<file path="src/shared/tscp_pkg.sv">
// constants shared by both ends of the tdm serial channel port link
package tscp_pkg;
   // ----------------------------------------------------------------
   // clocking and frame timing
   // ----------------------------------------------------------------
   localparam int unsigned CLK_HZ         = 250000000;
   localparam int unsigned DATA_KBPS      = 2048;
   localparam int unsigned SLOT_KBPS      = 64;
   localparam int unsigned LINK_HZ        = 2 * DATA_KBPS * 1000;
   localparam int unsigned FRAME_US       = 125;
   localparam int unsigned FRAME_PULSE_NS = 244;
   localparam int unsigned NUM_SLOTS      = DATA_KBPS / SLOT_KBPS;
   localparam int unsigned SLOT_BITS      = 8;
   localparam int unsigned USED_SLOTS     = 4;
   localparam int unsigned CELL_EDGES     = 2;
   localparam int unsigned FRAME_FALLS    = NUM_SLOTS * SLOT_BITS * CELL_EDGES;
   localparam int unsigned CNT_W          = $clog2(FRAME_FALLS);
   // half period of the link clock made by the far end, rounded down
   localparam int unsigned HALF_DIV       = CLK_HZ / (2 * LINK_HZ);
   localparam int unsigned DIV_W          = $clog2(HALF_DIV);

   // ----------------------------------------------------------------
   // device registers on its own register port
   // ----------------------------------------------------------------
   localparam int unsigned  REG_AW          = 6;
   localparam logic [5:0]   REG_CTRL_CHAN   = 6'h14;
   localparam logic [5:0]   REG_SLOT_TIMING = 6'h15;
   localparam logic [7:0]   CTRL_CHAN_RST   = 8'h00;
   localparam logic [7:0]   SLOT_TIMING_RST = 8'h00;
   localparam int unsigned  SLOT0_EN_BIT    = 0;
   localparam int unsigned  SLOT1_EN_BIT    = 1;
   localparam int unsigned  SLOT2_EN_BIT    = 2;
   localparam int unsigned  SLOT3_EN_BIT    = 3;
   localparam logic         IDLE_LEVEL      = 1'b1;

   // ----------------------------------------------------------------
   // far-end controller registers on apb
   // ----------------------------------------------------------------
   localparam logic [7:0]   APB_CTRL        = 8'h00;
   localparam logic [7:0]   APB_TX_SLOTS    = 8'h04;
   localparam logic [7:0]   APB_RX_SLOTS    = 8'h08;
   localparam logic [7:0]   APB_STATUS      = 8'h0C;
   localparam int unsigned  CTRL_RUN_BIT    = 0;
   localparam logic [31:0]  APB_WORD_RST    = 32'h0000_0000;
endpackage

</file>
<file path="src/shared/tscp_link_if.sv">
// serial link between the device end and the transceiver end
`timescale 1ns/1ps
interface tscp_link_if;
   logic link_bit_clock;
   logic frame_pulse_in_n;
   logic serial_in_stream;
   logic serial_out_stream;
   logic serial_out_stream_oe;
   logic serial_out_line;

   // tri-stated output line settles at the idle level through a pull-up
   assign serial_out_line = serial_out_stream_oe ? serial_out_stream : 1'b1;

   modport device (
      input  link_bit_clock,
      input  frame_pulse_in_n,
      input  serial_in_stream,
      output serial_out_stream,
      output serial_out_stream_oe
   );
   modport xcvr (
      output link_bit_clock,
      output frame_pulse_in_n,
      output serial_in_stream,
      input  serial_out_line
   );
endinterface

</file>
<file path="src/design/tscp_device.sv">
// device end of the tdm serial channel port: slot timing, slots 0-3, registers
// Behaviour
// 2048 kb/s streams, 32 slots of 64 kb/s
// far end sends 244 ns low frame pulse
// frame repeats every 125 us
// frame valid when pulse low at falling clock
// far end bit clock is twice data rate
// sample at 3/4 cell, drive at start
// link clock times channels and internal functions
// only first four slots after pulse used
// one enable bit per slot in timing register
// slot 0: two low bits, rest tri-stated
// slot 0 enable: hdlc bits, else zeros
// incoming slot 0 always goes to hdlc
// slot 1 enable: drive register, else tri-state
// incoming slot 1 always captured to register
// control channel bytes travel msb first
// double-buffered control channel register at 14h
// latest written byte sent every frame
// slots 2 and 3 are pcm, own enables
// pcm slot enabled: send pcm, else zeros; with slots 2 and 3 both enabled, slot 3 sends zeros
// pcm receive from enabled slot, slot 2 wins
// read buffer updated only after full byte
`timescale 1ns/1ps
module tscp_device
   import tscp_pkg::*;
(
   input  wire logic              clk_sys,
   input  wire logic              reset,
   tscp_link_if.device            link,
   input  wire logic [REG_AW-1:0] reg_addr,
   input  wire logic              reg_wr,
   input  wire logic [7:0]        reg_wdata,
   output logic      [7:0]        reg_rdata,
   input  wire logic [1:0]        hdlc_tx_bits,
   output logic      [1:0]        hdlc_rx_bits,
   output logic                   hdlc_rx_valid,
   input  wire logic [7:0]        pcm_tx_byte,
   output logic      [7:0]        pcm_rx_byte,
   output logic                   pcm_rx_valid,
   output logic                   frame_locked
);
   // ----------------------------------------------------------------
   // pin synchronisers
   // ----------------------------------------------------------------
   logic [2:0]       clk_sync;
   logic [1:0]       fp_sync;
   logic [1:0]       din_sync;
   logic             link_fall;
   logic             link_rise;

   // every link pin passes two flops; a third clock stage finds the edges
   always_ff @(posedge clk_sys or posedge reset) begin
      if (reset) begin
         clk_sync <= 3'h0;
         fp_sync  <= 2'h3;
         din_sync <= 2'h3;
      end else begin
         clk_sync <= {clk_sync[1:0], link.link_bit_clock};
         fp_sync  <= {fp_sync[0], link.frame_pulse_in_n};
         din_sync <= {din_sync[0], link.serial_in_stream};
      end
   end

   // all timing below runs off link clock edges, not a free-running count
   assign link_fall = clk_sync[2] & ~clk_sync[1];
   assign link_rise = ~clk_sync[2] & clk_sync[1];

   // ----------------------------------------------------------------
   // frame position
   // ----------------------------------------------------------------
   logic [CNT_W-1:0] fall_cnt;
   logic [CNT_W-1:0] next_fall_cnt;
   logic             frame_start;
   logic [4:0]       next_slot;
   logic [2:0]       next_bit;
   logic [4:0]       cur_slot;
   logic [2:0]       cur_bit;
   logic             cell_start;
   logic             sample_pt;

   // pulse counts only when seen low at a falling link edge
   assign frame_start   = link_fall & ~fp_sync[1];
   // 512 falling edges span 32 slots of 8 two-clock cells
   assign next_fall_cnt = frame_start ? '0 : CNT_W'(fall_cnt + 1'b1);
   assign next_slot     = next_fall_cnt[CNT_W-1 -: 5];
   assign next_bit      = 3'h7 - next_fall_cnt[3:1];
   assign cur_slot      = fall_cnt[CNT_W-1 -: 5];
   assign cur_bit       = 3'h7 - fall_cnt[3:1];
   // even fall opens a cell, rise after the odd fall is its 3/4 point
   assign cell_start    = link_fall & ~next_fall_cnt[0] & (frame_locked | frame_start);
   assign sample_pt     = link_rise & fall_cnt[0] & frame_locked;

   // position counter follows the far end's falling edges
   always_ff @(posedge clk_sys or posedge reset) begin
      if (reset) begin
         fall_cnt <= '0;
      end else if (link_fall) begin
         fall_cnt <= next_fall_cnt;
      end
   end

   // no slot is touched until the first valid frame pulse
   always_ff @(posedge clk_sys or posedge reset) begin
      if (reset) begin
         frame_locked <= 1'b0;
      end else if (frame_start) begin
         frame_locked <= 1'b1;
      end
   end

   // ----------------------------------------------------------------
   // registers
   // ----------------------------------------------------------------
   logic [7:0]       cc_tx_buf;
   logic [7:0]       cc_rx_buf;
   logic [7:0]       slot_timing;
   logic [7:0]       cc_tx_shift;
   logic [7:0]       cc_rx_shift;
   logic [7:0]       pcm_tx_hold;
   logic [7:0]       pcm_rx_shift;
   logic             slot0_enable;
   logic             slot1_enable;
   logic             slot2_enable;
   logic             slot3_enable;
   logic [4:0]       pcm_rx_slot;
   logic [4:0]       pcm_tx_slot;
   logic             pcm_rx_on;
   logic             pcm_tx_on;

   assign slot0_enable = slot_timing[SLOT0_EN_BIT];
   assign slot1_enable = slot_timing[SLOT1_EN_BIT];
   assign slot2_enable = slot_timing[SLOT2_EN_BIT];
   assign slot3_enable = slot_timing[SLOT3_EN_BIT];

   // slot 2 takes precedence when both pcm enables are set
   assign pcm_tx_on   = slot2_enable | slot3_enable;
   assign pcm_tx_slot = slot2_enable ? 5'd2 : 5'd3;
   assign pcm_rx_on   = pcm_tx_on;
   assign pcm_rx_slot = pcm_tx_slot;

   // write side of the control channel and timing register
   always_ff @(posedge clk_sys or posedge reset) begin
      if (reset) begin
         cc_tx_buf   <= CTRL_CHAN_RST;
         slot_timing <= SLOT_TIMING_RST;
      end else if (reg_wr) begin
         if (reg_addr == REG_CTRL_CHAN) begin
            cc_tx_buf <= reg_wdata;
         end
         if (reg_addr == REG_SLOT_TIMING) begin
            slot_timing <= reg_wdata;
         end
      end
   end

   // read mux is registered; unmapped addresses read zero
   always_ff @(posedge clk_sys or posedge reset) begin
      if (reset) begin
         reg_rdata <= 8'h00;
      end else begin
         case (reg_addr)
            REG_CTRL_CHAN:   reg_rdata <= cc_rx_buf;
            REG_SLOT_TIMING: reg_rdata <= slot_timing;
            default:         reg_rdata <= 8'h00;
         endcase
      end
   end

   // ----------------------------------------------------------------
   // transmit side
   // ----------------------------------------------------------------
   // second buffer stage: a host write mid-slot never tears the byte
   always_ff @(posedge clk_sys or posedge reset) begin
      if (reset) begin
         cc_tx_shift <= CTRL_CHAN_RST;
         pcm_tx_hold <= 8'h00;
      end else if (frame_start) begin
         cc_tx_shift <= cc_tx_buf;
         pcm_tx_hold <= pcm_tx_byte;
      end
   end

   // new bit put out at each cell start; slots beyond 3 left tri-stated
   always_ff @(posedge clk_sys or posedge reset) begin
      if (reset) begin
         link.serial_out_stream    <= IDLE_LEVEL;
         link.serial_out_stream_oe <= 1'b0;
      end else if (cell_start) begin
         link.serial_out_stream    <= IDLE_LEVEL;
         link.serial_out_stream_oe <= 1'b0;
         if (next_slot == 5'd0) begin
            if (next_bit < 3'd2) begin
               link.serial_out_stream_oe <= 1'b1;
               link.serial_out_stream    <= slot0_enable & hdlc_tx_bits[next_bit[0]];
            end
         end else if (next_slot == 5'd1) begin
            link.serial_out_stream_oe <= slot1_enable;
            link.serial_out_stream    <= cc_tx_shift[next_bit];
         end else if (next_slot == 5'd2 || next_slot == 5'd3) begin
            link.serial_out_stream_oe <= 1'b1;
            // zeros when this pcm slot is not the selected one
            link.serial_out_stream    <= pcm_tx_on && next_slot == pcm_tx_slot
                                         && pcm_tx_hold[next_bit];
         end
      end
   end

   // ----------------------------------------------------------------
   // receive side
   // ----------------------------------------------------------------
   // d-channel pair handed on every frame regardless of enable
   always_ff @(posedge clk_sys or posedge reset) begin
      if (reset) begin
         hdlc_rx_bits  <= 2'h0;
         hdlc_rx_valid <= 1'b0;
      end else begin
         hdlc_rx_valid <= 1'b0;
         if (sample_pt && cur_slot == 5'd0 && cur_bit < 3'd2) begin
            hdlc_rx_bits[cur_bit[0]] <= din_sync[1];
            hdlc_rx_valid            <= cur_bit == 3'd0;
         end
      end
   end

   // control channel shifted in msb first, always, whatever the enable
   always_ff @(posedge clk_sys or posedge reset) begin
      if (reset) begin
         cc_rx_shift <= 8'h00;
         cc_rx_buf   <= CTRL_CHAN_RST;
      end else if (sample_pt && cur_slot == 5'd1) begin
         cc_rx_shift <= {cc_rx_shift[6:0], din_sync[1]};
         if (cur_bit == 3'd0) begin
            cc_rx_buf <= {cc_rx_shift[6:0], din_sync[1]};
         end
      end
   end

   // pcm taken from the selected b slot only when it is enabled
   always_ff @(posedge clk_sys or posedge reset) begin
      if (reset) begin
         pcm_rx_shift <= 8'h00;
         pcm_rx_byte  <= 8'h00;
         pcm_rx_valid <= 1'b0;
      end else begin
         pcm_rx_valid <= 1'b0;
         if (sample_pt && pcm_rx_on && cur_slot == pcm_rx_slot) begin
            pcm_rx_shift <= {pcm_rx_shift[6:0], din_sync[1]};
            if (cur_bit == 3'd0) begin
               pcm_rx_byte  <= {pcm_rx_shift[6:0], din_sync[1]};
               pcm_rx_valid <= 1'b1;
            end
         end
      end
   end

endmodule // tscp_device

</file>
<file path="src/flat_wrapper.sv">
// flat-port wrapper written by rule: the top's interface ports become plain ports
module tscp_device_flat import tscp_pkg::*;
  (clk_sys, reset, reg_addr, reg_wr, reg_wdata, reg_rdata, hdlc_tx_bits, hdlc_rx_bits, hdlc_rx_valid, pcm_tx_byte, pcm_rx_byte, pcm_rx_valid, frame_locked, link_link_bit_clock, link_frame_pulse_in_n, link_serial_in_stream, link_serial_out_stream, link_serial_out_stream_oe);
  tscp_link_if link_i ();
  input  wire logic clk_sys;
  input  wire logic reset;
  input  wire logic [REG_AW-1:0] reg_addr;
  input  wire logic reg_wr;
  input  wire logic [7:0] reg_wdata;
  output logic      [7:0] reg_rdata;
  input  wire logic [1:0] hdlc_tx_bits;
  output logic      [1:0] hdlc_rx_bits;
  output logic hdlc_rx_valid;
  input  wire logic [7:0] pcm_tx_byte;
  output logic      [7:0] pcm_rx_byte;
  output logic pcm_rx_valid;
  output logic frame_locked;
  input wire logic [$bits(link_i.link_bit_clock)-1:0] link_link_bit_clock;
  input wire logic [$bits(link_i.frame_pulse_in_n)-1:0] link_frame_pulse_in_n;
  input wire logic [$bits(link_i.serial_in_stream)-1:0] link_serial_in_stream;
  output wire logic [$bits(link_i.serial_out_stream)-1:0] link_serial_out_stream;
  output wire logic [$bits(link_i.serial_out_stream_oe)-1:0] link_serial_out_stream_oe;
  assign link_i.link_bit_clock = link_link_bit_clock;
  assign link_i.frame_pulse_in_n = link_frame_pulse_in_n;
  assign link_i.serial_in_stream = link_serial_in_stream;
  assign link_serial_out_stream = link_i.serial_out_stream;
  assign link_serial_out_stream_oe = link_i.serial_out_stream_oe;
  tscp_device u_core (.clk_sys(clk_sys), .reset(reset), .link(link_i), .reg_addr(reg_addr), .reg_wr(reg_wr), .reg_wdata(reg_wdata), .reg_rdata(reg_rdata), .hdlc_tx_bits(hdlc_tx_bits), .hdlc_rx_bits(hdlc_rx_bits), .hdlc_rx_valid(hdlc_rx_valid), .pcm_tx_byte(pcm_tx_byte), .pcm_rx_byte(pcm_rx_byte), .pcm_rx_valid(pcm_rx_valid), .frame_locked(frame_locked));
endmodule
</file>
<file path="config.mk">
export PLATFORM = sky130hd
export DESIGN_NAME = tscp_device_flat
export DESIGN_NICKNAME = d
export VERILOG_FILES = /design/src/shared/tscp_pkg.sv /design/src/shared/tscp_link_if.sv /design/src/design/tscp_device.sv /design/src/flat_wrapper.sv
export SDC_FILE = /design/constraint.sdc
export NUM_CORES = 1
export LEC_CHECK = 0
export BUFFER_PORTS_ARGS = -buffer_cell sky130_fd_sc_hd__buf_2
export CAP_MARGIN = 10
export CORE_MARGIN = 4
export CORE_UTILIZATION = 25
export DETAILED_ROUTE_END_ITERATION = 7
export SYNTH_ARGS = -nofsm -noshare
export SYNTH_HDL_FRONTEND = slang
export SYNTH_SLANG_ARGS = --single-unit
export TNS_END_PERCENT = 5
</file>
<file path="constraint.sdc">
create_clock -name clk_sys -period 3.55 [get_ports clk_sys]
set_input_delay 0.1775 -clock clk_sys [delete_from_list [all_inputs] [get_ports clk_sys]]
set_output_delay 0.1775 -clock clk_sys [all_outputs]
set_load 0.005 [all_outputs]
</file>
==> results.sh <==
export IMPL_gr_total_overflow=0
export IMPL_cts_tree="built"
export IMPL_avgSynthCellArea_um2=11.6
export IMPL_min_period_ps=2460
export IMPL_synth_compound_area_frac=0.0656
export IMPL_pwr_share_seq=0.481
export IMPL_clkPwrFrac=0.424
export IMPL_grt_pass1_wl_um=14600
export IMPL_ff_latch_area_mm2=0.00233
export IMPL_timing_setup_tns_ps=0
export IMPL_drt_first_pass_iters=4
export IMPL_syn_inst=346
export IMPL_syn_area_mm2=0.00401
export IMPL_clockBufferDepth=2
export IMPL_die_h_um=135
export IMPL_ys_seq_area_frac=0.582
export IMPL_rows=46
export IMPL_status="finished with violations"
export IMPL_synth_simple_area_share=0.146
export IMPL_cp_top_family="simple AND/OR/NAND/NOR gates"
export IMPL_ys_ff_latch=93
export IMPL_drtAntennaViolNets=0
export IMPL_antenna_found_initial=0
export IMPL_portBuffers=52
export IMPL_switching_power_mw=0.614
export IMPL_hold_ws_ps=-24.6
export IMPL_drc=0
export IMPL_diodes=0
export IMPL_crit_path_end_kind="flop"
export IMPL_gp_congestion=0.842
export IMPL_placed_cells=603
export IMPL_worstMarginPinSlew_ps=875
export IMPL_synth_top_family_by_area="multiplexers"
export IMPL_cp_max_fo=28
export IMPL_fmax_mhz=406
export IMPL_powerDensity_mw_per_mm2=509
export IMPL_insertion_delay_ps=350
export IMPL_rsz0062_at_grt="false"
export IMPL_synth_edf_count=0
export IMPL_synth_flop_cell="dfrtp_1"
export IMPL_dieArea_mm2=0.0181
export IMPL_syn_to_final_growth_pct=20.9
export IMPL_setup_viol=0
export IMPL_root_buffer="clkbuf_16"
export IMPL_vias=2697
export IMPL_intPower_mw=1.85
export IMPL_regToRegEndpoint="u_core.link.serial_out_stream"
export IMPL_hp_class="input pin to asynchronous set/reset pin"
export IMPL_synthMuxAreaShare=0.168
export IMPL_grt_max_degree=51
export IMPL_fillers=1647
export IMPL_cts_buffers_inserted=9
export IMPL_dp_hpwl_um=6200
export IMPL_cts_resized_gates=0
export IMPL_yosys_warnings=0
export IMPL_layoutNonFillerInstCount=622
export IMPL_htreeDepth=3
export IMPL_ios=53
export IMPL_synth_nets=377
export IMPL_critPathBufInv=0
export IMPL_cp_cell_sequence="or3b_1, nand2_1, or3_1, a221o_1, a311oi_1"
export IMPL_synth_area_leaders="dfrtp_1, mux2_2, nand2_1, dfstp_2, mux2i_1"
export IMPL_netlist_cell_type_count=47
export IMPL_rrSetupSlack_ps=1090
export IMPL_switching_share=0.249
export IMPL_finalClockSkew_ps=6.63
export IMPL_fin_crit_sh=0.694
export IMPL_crit_path_max_incr_delay_ps=710
export IMPL_wire_per_inst_um=13.7
export IMPL_core_area_mm2=0.0158
export IMPL_cp_data_required_time_ps=3800
export IMPL_ir_drop_mv=0.243
export IMPL_cp_slowest_cell="or3b_1"
export IMPL_violations="negative hold slack"
export IMPL_crit_arrival_ps=2710
export IMPL_cts_sinks=93
export IMPL_ys_async_sr_fraction=1.00
export IMPL_synth_fa_ha_area_frac=0.00312
export IMPL_num_nets_final=432
export IMPL_grt_pass1_vias=2865
export IMPL_synth_xor_area_frac=0.0109
export IMPL_slew_viol_final=0
export IMPL_combPwrFrac=0.095
export IMPL_reg2reg_depth=5
export IMPL_max_slew_margin=0.414
export IMPL_wirelength_um=8500
export IMPL_drive_gt1_frac=0.333
export IMPL_start_util=0.254
export IMPL_max_cap_viol_count=0
export IMPL_synth_top_area_cell="dfrtp_1"
export IMPL_clk_pin_slew_ps=70
export IMPL_p_leak_nw=2.33
export IMPL_synth_top_area_frac=0.550
export IMPL_synth_common_cells="dfrtp_1, nand2_1, mux2_2"
export IMPL_chipWidth_um=135
export IMPL_grt_util_all_layers=0.102
export IMPL_multiInputGateArea_mm2=0.00158
export IMPL_worstReg2RegStart="u_core.fp_sync[1]"
export IMPL_synth_most_common_cell="dfrtp_1"
export IMPL_detail_route_iter0_violations=117
export IMPL_start_kind="flop"
export IMPL_hold_viol_final=46
export IMPL_via_per_inst=4.34
export IMPL_path_class="flop to flop"
## power by group through the flow
stage	Clock, mW	Combinational, mW	Sequential [mW]
after floorplan	0	0.190	1.18
after global placement	0	0.232	1.20
after detailed placement	0	0.236	1.20
after CTS	1.07	0.240	1.19
after global routing	1.12	0.270	1.20
final	1.04	0.235	1.19
## metrics by stage
stage | utilization | cell area (um^2) | power, mW | setup slack [ps]
2_1_floorplan | - | 4010 | 1.37 | 960
3_3_place_gp | 0.285 | 4490 | 1.43 | 1200
3_5_place_dp | 0.285 | 4490 | 1.44 | 1090
4_1_cts | 0.307 | 4840 | 2.50 | 1080
5_1_grt | 0.307 | 4840 | 2.59 | 849
6_report | 0.307 | 4840 | 2.47 | 1090
## metal layers
layer  global-route usage  part of all wire  wire (um)  vias up
li1                     -                 -          -     1312
met3               0.0279             0.039        330       14
met5                    0                 0          0        -
met4               0.0475             0.022        184        0
met2                0.156              0.46       3920       42
met1                0.134              0.48       4060     1329
## cell families (layout without fill, tap and decap cells)
kind of cell	after synthesis	count (layout)
adder cells (fa/ha/maj)	1	1
buffers and inverters	20	80
AND/OR/NAND/NOR	125	125
flip-flops	93	93
multiplexers	61	61
AO/OA/AOI/OAI	41	41
XOR/XNOR	5	5
## repair_timing
| action | 4_1_cts | 5_1_grt |
|---|---|---|
| setup endpoints to repair | 0 | 0 |
| hold endpoints to repair | 3 | 0 |
| hold buffers | 3 | 0 |
| buffers inserted | 0 | 0 |
## state kept, by name (all words and copies together), names as in the netlist, 3 cells and up
signal and flops:
u_core.fall_cnt 9, u_core.cc_rx_buf 8, u_core.cc_tx_buf 8, u_core.cc_tx_shift 8, u_core.pcm_rx_byte 8, u_core.pcm_tx_hold 8, u_core.reg_rdata 8, u_core.slot_timing 8
u_core.cc_rx_shift 7, u_core.pcm_rx_shift 7, u_core.clk_sync 3
## how the worst max path moves through the flow
stage	slack, ps	cells after the start	to	startpoint
after CTS	1080	5	u_core.link.serial_out_stream	u_core.fp_sync[1]
after floorplan	960	1	u_core.cc_rx_buf[0]	reset
after detailed placement	1090	5	u_core.link.serial_out_stream	u_core.fp_sync[1]
after global routing	850	5	u_core.link.serial_out_stream	u_core.fp_sync[1]
after global placement	1200	5	u_core.link.serial_out_stream	u_core.fp_sync[1]
final	1090	5	u_core.link.serial_out_stream	u_core.fp_sync[1]
## layout make-up
type / count / share of cell area
sequential: 93 / 0.482
multi-input combinational: 233 / 0.326
timing repair buffer: 58 / 0.0646
clock inverter: 7 / 0.0201
tap: 216 / 0.0558
inverter: 6 / 0.00491
clock buffer: 9 / 0.0465
## layout by cell type, fill, tap and decap left out, types with 6 or more instances in the layout
master,n
buf_2,52
nand3_1,6
o21ai_0,18
clkbuf_16,9
a21oi_1,6
nor2_1,16
dfrtp_1,88
nand2_1,72
mux2_2,51
mux2i_1,10
Note: power is estimated with default switching activity, not from simulation.
